### src/vml_pkg.sv
// ***************************************************************
// constants shared by the output target logic
// ***************************************************************
package vml_pkg;

  // command codes of the word registers
  localparam logic [7:0] VML_CMD_UPPER_LIMIT = 8'h24;
  localparam logic [7:0] VML_CMD_MARGIN_HIGH = 8'h25;
  localparam logic [7:0] VML_CMD_MARGIN_LOW = 8'h26;
  localparam logic [7:0] VML_CMD_SLEW_RATE = 8'h27;

  // slew word layout: exponent in 15:11, mantissa in 10:0
  localparam int VML_SLEW_EXP_MSB = 15;
  localparam int VML_SLEW_EXP_LSB = 11;
  localparam int VML_SLEW_MAN_MSB = 10;
  localparam int VML_SLEW_MAN_LSB = 0;
  localparam logic [4:0] VML_SLEW_EXP_RST = 5'h1c; // exponent -4, 0.0625 mV/us steps

  // set-point validity ceilings in mV, per loop scale factor 1.0, 0.5, 0.25, 0.125
  localparam logic [12:0] VML_VALID_MV_S1 = 13'd700;
  localparam logic [12:0] VML_VALID_MV_S2 = 13'd1400;
  localparam logic [12:0] VML_VALID_MV_S4 = 13'd2800;
  localparam logic [12:0] VML_VALID_MV_S8 = 13'd6000;
  // reference converter reach: 0.75 V divided by the scale factor
  localparam logic [12:0] VML_DAC_MV = 13'd750;

  // slew rate bounds in micro-mV/us (0.067 and 15.933 mV/us)
  localparam logic [39:0] VML_RATE_MIN_UMV = 40'd67000;
  localparam logic [39:0] VML_RATE_MAX_UMV = 40'd15933000;
  localparam int VML_RATE_FRAC_BITS = 10; // rate kept in 2^-10 mV/us, product taken 64 bits wide
  localparam int VML_EFF_SHIFT = 6; // 2^-10 to 2^-4 steps
  localparam int VML_MAX_SHIFT = 12; // finest output lsb handled: 2^-12 V

  // slew accumulator wrap: 16 steps per mV, 1000 mV per V, cycles per us
  localparam int VML_CLK_MHZ = 100;
  localparam int VML_ACC_WRAP = 16 * 1000 * VML_CLK_MHZ;

  // set-point source picked by the operation margin bits
  typedef enum logic [1:0] {
    VML_SRC_NOMINAL = 2'b00,
    VML_SRC_LOW = 2'b01,
    VML_SRC_HIGH = 2'b10
  } vml_src_t;

endpackage : vml_pkg

### src/vml_slew_engine.sv
`timescale 1ns/100ps
// ***************************************************************
// reference slew engine
// ***************************************************************
module vml_slew_engine #(
  parameter int INC_W = 20
) (
  input wire logic i_sys_clk,
  input wire logic i_rst,
  input wire logic i_conv_en,
  input wire logic [15:0] i_target,
  input wire logic [INC_W-1:0] i_inc,
  output logic [15:0] o_vref,
  output logic o_busy
);

  localparam logic [21:0] ACC_WRAP = 22'(vml_pkg::VML_ACC_WRAP);

  initial
  begin
    // a full increment must stay below the wrap, else two lsb could move at once
    if (INC_W > 20 || INC_W < 1)
      $error("increment width not served by the wrap");
  end

  logic [21:0] acc_reg; // fractional lsb progress
  logic [21:0] acc_next;
  logic [15:0] ref_reg; // present reference
  logic [15:0] ref_next;
  logic [21:0] acc_sum;

  // one lsb move per wrap; the wrap is above any single increment,
  // so at most one lsb moves per cycle and the target is never passed
  always_comb
  begin
    acc_sum = acc_reg + 22'(i_inc);
    acc_next = acc_reg;
    ref_next = ref_reg;
    if (!i_conv_en)
    begin
      // turn-on and turn-off ramps are not slewed here
      ref_next = i_target;
      acc_next = 22'h0;
    end
    else if (ref_reg == i_target)
      acc_next = 22'h0;
    else if (acc_sum >= ACC_WRAP)
    begin
      acc_next = acc_sum - ACC_WRAP;
      // step toward the target only, stop on it
      ref_next = (ref_reg < i_target) ? ref_reg + 16'h1 : ref_reg - 16'h1;
    end
    else
      acc_next = acc_sum;
  end

  // registers only
  always_ff @(posedge i_sys_clk or posedge i_rst)
  begin
    if (i_rst)
    begin
      acc_reg <= 22'h0;
      ref_reg <= 16'h0;
    end
    else
    begin
      acc_reg <= acc_next;
      ref_reg <= ref_next;
    end
  end

  assign o_vref = ref_reg;
  assign o_busy = i_conv_en && (ref_reg != i_target);

endmodule : vml_slew_engine

### src/vml_vout_limit_margin_slew.sv
`timescale 1ns/100ps
module vml_vout_limit_margin_slew #(
  parameter logic [15:0] P_UPPER_LIMIT_RST = 16'h0b00, // stands in for the stored value
  parameter logic [15:0] P_MARGIN_HIGH_RST = 16'h0220,
  parameter logic [15:0] P_MARGIN_LOW_RST = 16'h01e0,
  parameter logic [15:0] P_NOMINAL_RST = 16'h0200,
  parameter logic [10:0] P_SLEW_MAN_RST = 11'h010 // 1 mV/us with the reset exponent
) (
  input wire logic i_sys_clk,
  input wire logic i_rst,
  input wire logic i_wr_stb,
  input wire logic i_rd_stb,
  input wire logic [7:0] i_cmd_code,
  input wire logic [15:0] i_wr_data,
  input wire logic i_setpoint_wr_stb,
  input wire logic [15:0] i_strap_voltage_setpoint,
  input wire logic [15:0] i_vout_trim,
  input wire logic [15:0] i_vout_min,
  input wire logic [4:0] i_vout_exp,
  input wire logic i_vout_relative,
  input wire logic [1:0] i_loop_scale_sel,
  input wire logic [1:0] i_margin_sel,
  input wire logic i_conv_en,
  output logic [15:0] o_rd_data,
  output logic o_rd_valid,
  output logic o_cmd_nack,
  output logic o_invalid_data,
  output logic o_limit_warning,
  output logic o_status_none_above,
  output logic o_status_word_vout,
  output logic o_notify_host,
  output logic [15:0] o_target,
  output logic [15:0] o_vref,
  output logic o_slewing
);

  initial
  begin
    if (P_NOMINAL_RST > P_UPPER_LIMIT_RST)
      $error("nominal reset value above upper limit reset value");
  end

  // ***************************************************************
  // limit conversion helpers
  // ***************************************************************
  // mV figure into output lsb counts at 2^-n V per lsb, saturating
  function automatic logic [15:0] vml_lim(input logic [12:0] mv, input logic [3:0] n);
    logic [31:0] t;
    t = ({19'h0, mv} << n) / 32'd1000;
    return (t > 32'h0000ffff) ? 16'hffff : t[15:0];
  endfunction : vml_lim

  // combined set point: base plus signed trim, held at 0..ffff
  function automatic logic [15:0] vml_sum(input logic [15:0] base, input logic [15:0] trim);
    logic signed [17:0] s;
    s = $signed({2'b00, base}) + $signed({{2{trim[15]}}, trim});
    if (s < 0)
      return 16'h0;
    return (s > 18'sh0ffff) ? 16'hffff : s[15:0];
  endfunction : vml_sum

  logic [3:0] lsb_shift; // fraction bits of the output code
  logic [4:0] exp_neg;
  logic [12:0] valid_mv;
  logic [12:0] dac_mv;
  logic [15:0] valid_lim; // valid set-point ceiling in lsb
  logic [15:0] dac_lim; // reference reach in lsb

  always_comb
  begin
    exp_neg = 5'(~i_vout_exp + 5'h1);
    if (!i_vout_exp[4])
      lsb_shift = 4'h0; // positive exponents treated as whole volts
    else if (exp_neg > 5'(vml_pkg::VML_MAX_SHIFT))
      lsb_shift = 4'(vml_pkg::VML_MAX_SHIFT); // limitation: finer codes not scaled
    else
      lsb_shift = exp_neg[3:0];
    case (i_loop_scale_sel)
      2'h0: valid_mv = vml_pkg::VML_VALID_MV_S1;
      2'h1: valid_mv = vml_pkg::VML_VALID_MV_S2;
      2'h2: valid_mv = vml_pkg::VML_VALID_MV_S4;
      default: valid_mv = vml_pkg::VML_VALID_MV_S8;
    endcase
    dac_mv = 13'(vml_pkg::VML_DAC_MV << i_loop_scale_sel);
    valid_lim = vml_lim(valid_mv, lsb_shift);
    dac_lim = vml_lim(dac_mv, lsb_shift);
  end

  // ***************************************************************
  // register file and write checks
  // ***************************************************************
  logic [15:0] upper_reg; // unsigned absolute upper limit
  logic [15:0] upper_next;
  logic [15:0] mhigh_reg;
  logic [15:0] mhigh_next;
  logic [15:0] mlow_reg;
  logic [15:0] mlow_next;
  logic [15:0] rate_reg; // slew word as written
  logic [15:0] rate_next;
  logic [7:0] eff_reg; // effective rate in 0.0625 mV/us
  logic [7:0] eff_next;
  logic [15:0] nom_reg; // nominal set point
  logic [15:0] nom_next;
  logic [15:0] rd_reg;
  logic [15:0] rd_next;
  logic rd_vld_reg;
  logic nack_reg;
  logic nack_next;
  logic inv_reg;
  logic inv_next;
  logic margin_ok;
  logic rate_ok;
  logic strap_ok;
  logic [15:0] try_sum;
  logic [15:0] margin_base;
  logic signed [4:0] r_exp;
  logic signed [5:0] r_sh;
  logic [39:0] r_q10; // decoded rate in 2^-10 mV/us
  logic [39:0] r_umv;
  logic [39:0] r_eff;

  always_comb
  begin
    // margin write: relative margins ride on the nominal set point
    margin_base = i_vout_relative ? 16'(nom_reg + i_wr_data) : i_wr_data;
    try_sum = vml_sum(margin_base, i_vout_trim);
    margin_ok = (try_sum <= valid_lim);
    strap_ok = (vml_sum(i_strap_voltage_setpoint, i_vout_trim) <= valid_lim);
    // slew word decode, negative mantissa is never valid
    r_exp = $signed(i_wr_data[vml_pkg::VML_SLEW_EXP_MSB:vml_pkg::VML_SLEW_EXP_LSB]);
    r_sh = 6'(r_exp) + 6'(vml_pkg::VML_RATE_FRAC_BITS);
    if (r_sh < 0)
      r_q10 = {29'h0, i_wr_data[vml_pkg::VML_SLEW_MAN_MSB:vml_pkg::VML_SLEW_MAN_LSB]} >> 6'(-r_sh);
    else
      r_q10 = {29'h0, i_wr_data[vml_pkg::VML_SLEW_MAN_MSB:vml_pkg::VML_SLEW_MAN_LSB]} << r_sh;
    r_umv = 40'((64'(r_q10) * 64'd1000000) >> vml_pkg::VML_RATE_FRAC_BITS);
    rate_ok = !i_wr_data[vml_pkg::VML_SLEW_MAN_MSB] && (r_exp <= 5'sd4)
      && (r_umv >= vml_pkg::VML_RATE_MIN_UMV) && (r_umv <= vml_pkg::VML_RATE_MAX_UMV);
    // nearest supported step, never zero so a move always ends
    r_eff = (r_q10 + 40'd32) >> vml_pkg::VML_EFF_SHIFT;
    if (r_eff == 40'h0)
      r_eff = 40'h1;
    else if (r_eff > 40'hff)
      r_eff = 40'hff;

    upper_next = upper_reg;
    mhigh_next = mhigh_reg;
    mlow_next = mlow_reg;
    rate_next = rate_reg;
    eff_next = eff_reg;
    nom_next = nom_reg;
    rd_next = rd_reg;
    nack_next = 1'b0;
    inv_next = 1'b0;
    if (i_setpoint_wr_stb)
    begin
      if (strap_ok)
        nom_next = i_strap_voltage_setpoint;
      else
        inv_next = 1'b1;
    end
    if (i_wr_stb)
    begin
      case (i_cmd_code)
        vml_pkg::VML_CMD_UPPER_LIMIT: upper_next = i_wr_data;
        vml_pkg::VML_CMD_MARGIN_HIGH:
        begin
          if (margin_ok)
            mhigh_next = i_wr_data;
          else
            inv_next = 1'b1;
        end
        vml_pkg::VML_CMD_MARGIN_LOW:
        begin
          if (margin_ok)
            mlow_next = i_wr_data;
          else
            inv_next = 1'b1;
        end
        vml_pkg::VML_CMD_SLEW_RATE:
        begin
          if (rate_ok)
          begin
            rate_next = i_wr_data; // stored exactly
            eff_next = r_eff[7:0];
          end
          else
            inv_next = 1'b1;
        end
        default: nack_next = 1'b1; // not served by this block
      endcase
    end
    if (i_rd_stb)
    begin
      case (i_cmd_code)
        vml_pkg::VML_CMD_UPPER_LIMIT: rd_next = upper_reg;
        vml_pkg::VML_CMD_MARGIN_HIGH: rd_next = mhigh_reg;
        vml_pkg::VML_CMD_MARGIN_LOW: rd_next = mlow_reg;
        vml_pkg::VML_CMD_SLEW_RATE: rd_next = rate_reg;
        default:
        begin
          rd_next = 16'h0;
          nack_next = 1'b1;
        end
      endcase
    end
  end

  // register stage of the register file
  always_ff @(posedge i_sys_clk or posedge i_rst)
  begin
    if (i_rst)
    begin
      upper_reg <= P_UPPER_LIMIT_RST;
      mhigh_reg <= P_MARGIN_HIGH_RST;
      mlow_reg <= P_MARGIN_LOW_RST;
      rate_reg <= {vml_pkg::VML_SLEW_EXP_RST, P_SLEW_MAN_RST};
      eff_reg <= 8'(P_SLEW_MAN_RST);
      nom_reg <= P_NOMINAL_RST;
      rd_reg <= 16'h0;
      rd_vld_reg <= 1'b0;
      nack_reg <= 1'b0;
      inv_reg <= 1'b0;
    end
    else
    begin
      upper_reg <= upper_next;
      mhigh_reg <= mhigh_next;
      mlow_reg <= mlow_next;
      rate_reg <= rate_next;
      eff_reg <= eff_next;
      nom_reg <= nom_next;
      rd_reg <= rd_next;
      rd_vld_reg <= i_rd_stb && !nack_next;
      nack_reg <= nack_next;
      inv_reg <= inv_next;
    end
  end

  // ***************************************************************
  // target selection, clamping and warning
  // ***************************************************************
  logic [15:0] src_val; // chosen set point before trim
  logic [15:0] raw_sum; // set point plus trim
  logic [15:0] tgt_val;
  logic dac_cap;
  logic over_max;
  logic under_min;
  logic viol;
  logic [47:0] key_reg; // last checked sum and limits
  logic [47:0] key_next;
  logic warn_reg;
  logic warn_next;

  always_comb
  begin
    case (vml_pkg::vml_src_t'(i_margin_sel))
      vml_pkg::VML_SRC_HIGH:
        src_val = i_vout_relative ? 16'(nom_reg + mhigh_reg) : mhigh_reg;
      vml_pkg::VML_SRC_LOW:
        src_val = i_vout_relative ? 16'(nom_reg + mlow_reg) : mlow_reg;
      default: src_val = nom_reg;
    endcase
    raw_sum = vml_sum(src_val, i_vout_trim);
    // checks act on the final sum, after source choice and trim
    dac_cap = (raw_sum > dac_lim) && (dac_lim <= upper_reg);
    over_max = !dac_cap && (raw_sum > upper_reg);
    under_min = (raw_sum < i_vout_min);
    viol = i_conv_en && (over_max || under_min);
    if (dac_cap)
      tgt_val = dac_lim; // held by the reference reach
    else if (over_max)
      tgt_val = upper_reg;
    else if (under_min)
      tgt_val = i_vout_min;
    else
      tgt_val = raw_sum;
    // a new sum or a new limit is a target change; lowering the limit
    // under the target in force counts too
    key_next = {raw_sum, upper_reg, i_vout_min};
    warn_next = viol && (key_next != key_reg);
  end

  // register stage of the warning logic
  always_ff @(posedge i_sys_clk or posedge i_rst)
  begin
    if (i_rst)
    begin
      key_reg <= 48'h0;
      warn_reg <= 1'b0;
    end
    else
    begin
      key_reg <= i_conv_en ? key_next : 48'h0; // rearm while off
      warn_reg <= warn_next;
    end
  end

  // ***************************************************************
  // slew engine
  // ***************************************************************
  vml_slew_engine #(
    .INC_W(20)
  ) u_slew (
    .i_sys_clk(i_sys_clk),
    .i_rst(i_rst),
    .i_conv_en(i_conv_en),
    .i_target(tgt_val),
    .i_inc(20'({12'h0, eff_reg} << lsb_shift)),
    .o_vref(o_vref),
    .o_busy(o_slewing)
  );

  assign o_rd_data = rd_reg;
  assign o_rd_valid = rd_vld_reg;
  assign o_cmd_nack = nack_reg;
  assign o_invalid_data = inv_reg;
  assign o_limit_warning = warn_reg;
  assign o_status_none_above = warn_reg;
  assign o_status_word_vout = warn_reg;
  assign o_notify_host = warn_reg || inv_reg;
  assign o_target = tgt_val;
endmodule : vml_vout_limit_margin_slew

### config.mk
export PLATFORM = sky130hd
export DESIGN_NAME = vml_vout_limit_margin_slew
export DESIGN_NICKNAME = d
export VERILOG_FILES = /design/src/vml_pkg.sv /design/src/vml_slew_engine.sv /design/src/vml_vout_limit_margin_slew.sv
export SDC_FILE = /design/constraint.sdc
export NUM_CORES = 2
export LEC_CHECK = 0
export BUFFER_PORTS_ARGS = -buffer_cell sky130_fd_sc_hd__buf_2
export CORE_MARGIN = 1
export CORE_UTILIZATION = 49
export CTS_CLUSTER_DIAMETER = 40
export CTS_CLUSTER_SIZE = 40
export DETAILED_ROUTE_END_ITERATION = 10
export HOLD_SLACK_MARGIN = 0.1
export PLACE_DENSITY = 0.69
export SETUP_SLACK_MARGIN = 0.4
export SLEW_MARGIN = 5
export SYNTH_ARGS = -nofsm -noshare
export SYNTH_HDL_FRONTEND = slang
export SYNTH_SLANG_ARGS = --single-unit
### constraint.sdc
create_clock -name i_sys_clk -period 13.35 [get_ports i_sys_clk]
set_input_delay 0.6675 -clock i_sys_clk [delete_from_list [all_inputs] [get_ports i_sys_clk]]
set_output_delay 0.6675 -clock i_sys_clk [all_outputs]
set_load 0.03 [all_outputs]
==> results.py <==
metrics = {
    "layout": {
        "layout.cell_area.non_filler_um2": 32700,
        "post_route_cells_drive_above_1_share_pct": 13.0,
        "final_layout_fill_cell_count": 5658,
        "syn2layout_area_growth_pct": 8.59,
        "largest_register_ffs": 48,
        "final_net_count": 4306,
        "utilization_pct": 54.0,
    },
    "synthesis": {
        "synthDistinctLibCells": 107,
        "mappedNetlistNets": 4212,
        "synth_seq_area_share_pct": 16.2,
        "synth-simple-area-share_pct": 15.1,
        "ys_seq_elements": 194,
        "postSynthCellCount": 3571,
        "synthesis.area_per_instance_um2": 8.43,
        "main_combinational_cell_family_by_area_after_synthesis": "adder cells",
        "synth_edf_count": 0,
        "synth.mux.area_fraction_pct": 8.05,
        "synth_adder_area_share_pct": 27.0,
        "synth_compound_gate_area_share_pct": 20.0,
        "share_of_async_settable_or_async_resettable_flops_after_synthesis_pct": 100,
        "synthesis.yosys.warnings": 0,
        "synthesis.area_um2": 30100,
        "most_used_flip_flop_cell_after_synthesis": "dfrtp_1",
        "synth_xor_area_share_pct": 6.60,
    },
    "placed_design": {
        "port_buffers": 143,
        "placed_cell_area_um2": 31700,
        "place_congestion": 0.975,
        "placement.setup.worst_slack_ns": 0.473,
        "detailed_place_hpwl_um": 70700,
    },
    "drt": {
        "detailed_route_via_count": 26640,
        "drtIter0Drc": 2150,
        "viasPerCell": 5.97,
        "drt-total-wl_um": 89300,
        "firstDrtPassIters": 6,
        "post-route-drc-count": 0,
        "drt.antenna.violating_nets": 0,
        "drt-wirelength-per-cell_um": 20.0,
    },
    "grt": {
        "grt_util_all_layers_pct": 28.6,
        "first_pass_grt_wire_length_um": 142000,
        "grt_start_max_net_pins": 130,
        "overflow": 0,
        "vias_in_the_first_global_route": 25596,
        "grt_antenna_before_repair": 2,
    },
    "pwr": {
        "p_leak_nw": 16.0,
        "power.share.sequential_pct": 13.2,
        "p_sw_share_pct": 51.4,
        "power.density_cell_area_nw_per_um2": 186,
        "power_report.internal_total_mw": 2.96,
        "power.share.combinational_pct": 77.4,
        "peakVddDrop_v": 0.000141,
        "switching_power_mw": 3.12,
        "power_frac_clock_pct": 9.4,
    },
    "sta": {
        "timing.max_slew.rel_slack_pct": 19.3,
        "total_neg_setup_slack_ns": 0,
        "report.final.hold_viol_count": 0,
        "finalSetupViolCount": 0,
        "layout_min_cycle_time_ns": 12.12,
        "rsz0062_at_grt": "no",
        "final_max_slew_violation_count": 0,
        "timing.final.crit_share_pct": 90.8,
        "clock.fmax_mhz": 82.5,
        "transition_time_at_the_pin_with_the_least_slew_margin_ns": 1.21,
        "postLayoutSetupSlackWorst_ns": 1.23,
        "worst_clock_skew_ns": 0.0143,
    },
    "setup_path": {
        "timing.critical_path.mode_cell": "a21oi_1",
        "cpMaxStageDelayCell": "a2111o_1",
        "crit_path_end_kind": "flip-flop",
        "worst_ep_required_time_ns": 13.69,
        "critical_path.max_stage_delay_ns": 0.49,
        "critical_path_class": "flip-flop to flip-flop",
        "startpoint_type": "flip-flop",
        "worstPathArrival_ns": 12.46,
        "setup.reg_to_reg.worst_slack_ns": 1.23,
        "critical_path_fanouts_max": 28,
    },
    "floorplan": {
        "fp.coreArea_um2": 60500,
        "die_area_um2": 62400,
        "core.rowCount": 90,
        "chipWidth_um": 250,
        "pin_count": 144,
        "die_y_um": 250,
        "start_util_pct": 49.8,
    },
    "clock_network": {
        "cts_root_buf": "clkbuf_16",
        "cts_hold_buf": 0,
        "cts.sink_count": 194,
        "cts_made_buffers": 17,
        "worst_skew_pair.late_latency_ns": 0.48,
        "cts_max_level": 4,
        "clkTransAtPathRegs_ns": 0.08,
        "clock_tree.buffer_depth": 2,
        "cts_tree": "done",
    },
    "worst_hold_path": {
        "hold_path_class": "input pin to async pin",
    },
    "run": {
        "timing.max_cap.violations": 0,
    },
    "status": {
        "outcome": "finished clean",
    },
}
[worst max-delay path, delay by kind of cell (launching register included)]
family	cells	cell delay [ns]
AND/OR/NAND/NOR	13	1.13
flip-flops	1	0.43
XOR/XNOR	3	0.33
AO/OA/AOI/OAI	40	6.58
buffers and inverters	6	0.94
adder cells (fa/ha/maj)	6	1.90
multiplexers	3	0.65
[final timing paths]
kind | cells after the start | to | startpoint
worst max-delay path | 71 | u_slew.o_vref[15] | nom_reg[0]
min in group i_sys_clk | 3 | o_invalid_data | i_setpoint_wr_stb
worst min-delay path | 2 | o_rd_data[8] | i_rst
worst max register to register | 71 | u_slew.o_vref[15] | nom_reg[0]
worst min register to register | 2 | o_rd_data[6] | o_rd_data[6]
max in group asynchronous | 3 | u_slew.acc_reg[0] | i_rst
[through the flow]
step	std cells	hold slack, ns	total power [mW]
final	4460	0.381	6.08
after global routing	4460	0.451	6.70
after CTS	4445	0.415	5.95
after detailed placement	4414	0.488	5.34
after global placement	4414	0.483	5.28
after floorplan	3571	0.459	4.24
[routing by layer]
metal	track usage (%)	vias to the layer above	wire, um
met5	0	-	0
met1	38.8	12788	39200
li1	-	12774	-
met3	2.11	188	4820
met2	46.9	890	41400
met4	12.3	0	3830
[cell usage after synthesis, drive strengths merged (20+ instances only)]
cell    number  share of area [%]
nor4        29               0.72
o21bai      59                1.5
xor2        50                1.5
and3        20               0.42
clkbuf     104                1.3
xnor2      176                5.1
ha         392                 16
a31oi       30               0.67
nor2b       55                1.1
nor2       235                3.0
nand2b      49                1.0
a221oi      29               0.90
mux2       105                3.9
inv        415                5.2
dfrtp      179                 15
o21ai      201                3.4
nand4       48                1.0
and2        66                1.4
o22ai       29               0.60
fa         161                 11
nand3       62                1.1
o21a        47                1.2
a21oi      291                4.9
mux2i       97                3.2
nor3        64                1.1
a211oi      40                1.1
o211ai      20               0.54
nand2      202                2.5
buf         30               0.50
or3         24               0.53
a21o        47                1.2
[cell type report]
class	instances	area, um^2	area share (%)
Sequential cell	194	4870	14.9
Antenna cell	1	2.50	0.00766
Multi-Input combinational cell	2825	23400	71.6
Inverter	418	1580	4.82
Clock inverter	14	200	0.613
Tap cell	782	978	2.99
Timing Repair Buffer	209	1230	3.75
Clock buffer	17	425	1.30
[cell usage in the layout, fill, tap and decap left out, types with 22 or more instances in the layout]
cell type  Yosys  final
inv_1        415    414
ha_1         392    389
a21oi_1      288    262
nor2_1       232    231
nand2_1      201    200
o21ai_0      190    185
dfrtp_1      179    178
xnor2_1      175    174
fa_1         161    161
buf_2         12    143
mux2_2       105    105
mux2i_1       97     94
and2_1        66     66
buf_4          4     63
nor3_1        62     61
nand3_1       59     59
o21bai_1      59     59
nor2b_1       55     54
xor2_1        50     50
nand2b_1      49     49
nand4_1       48     48
o21a_1        47     47
a21o_1        46     46
a211oi_1      38     36
o22ai_1       29     29
a31oi_1       29     29
a21oi_2        3     27
a221oi_1      28     27
nor4_1        26     25
or3_1         22     22
[cells by family after synthesis]
| family | count (synthesis) |
|---|---|
| AO/OA/AOI/OAI | 933 |
| AND/OR/NAND/NOR | 899 |
| adder cells (fa/ha/maj) | 553 |
| buffers and inverters | 552 |
| XOR/XNOR | 226 |
| multiplexers | 214 |
| flip-flops | 194 |
[power groups by stage]
stage | Sequential [mW] | Combinational, mW | Clock, mW
after global routing | 0.811 | 5.28 | 0.601
after floorplan | 0.806 | 3.44 | 0
final | 0.801 | 4.70 | 0.574
after global placement | 0.806 | 4.47 | 0
after detailed placement | 0.808 | 4.53 | 0
after CTS | 0.797 | 4.57 | 0.585
[repair_timing]
action                                  CTS  global route
gates resized for setup                   0            57
endpoints found under the setup margin    0             7
setup buffers                             0            14
(Power assumes the default switching activity.)
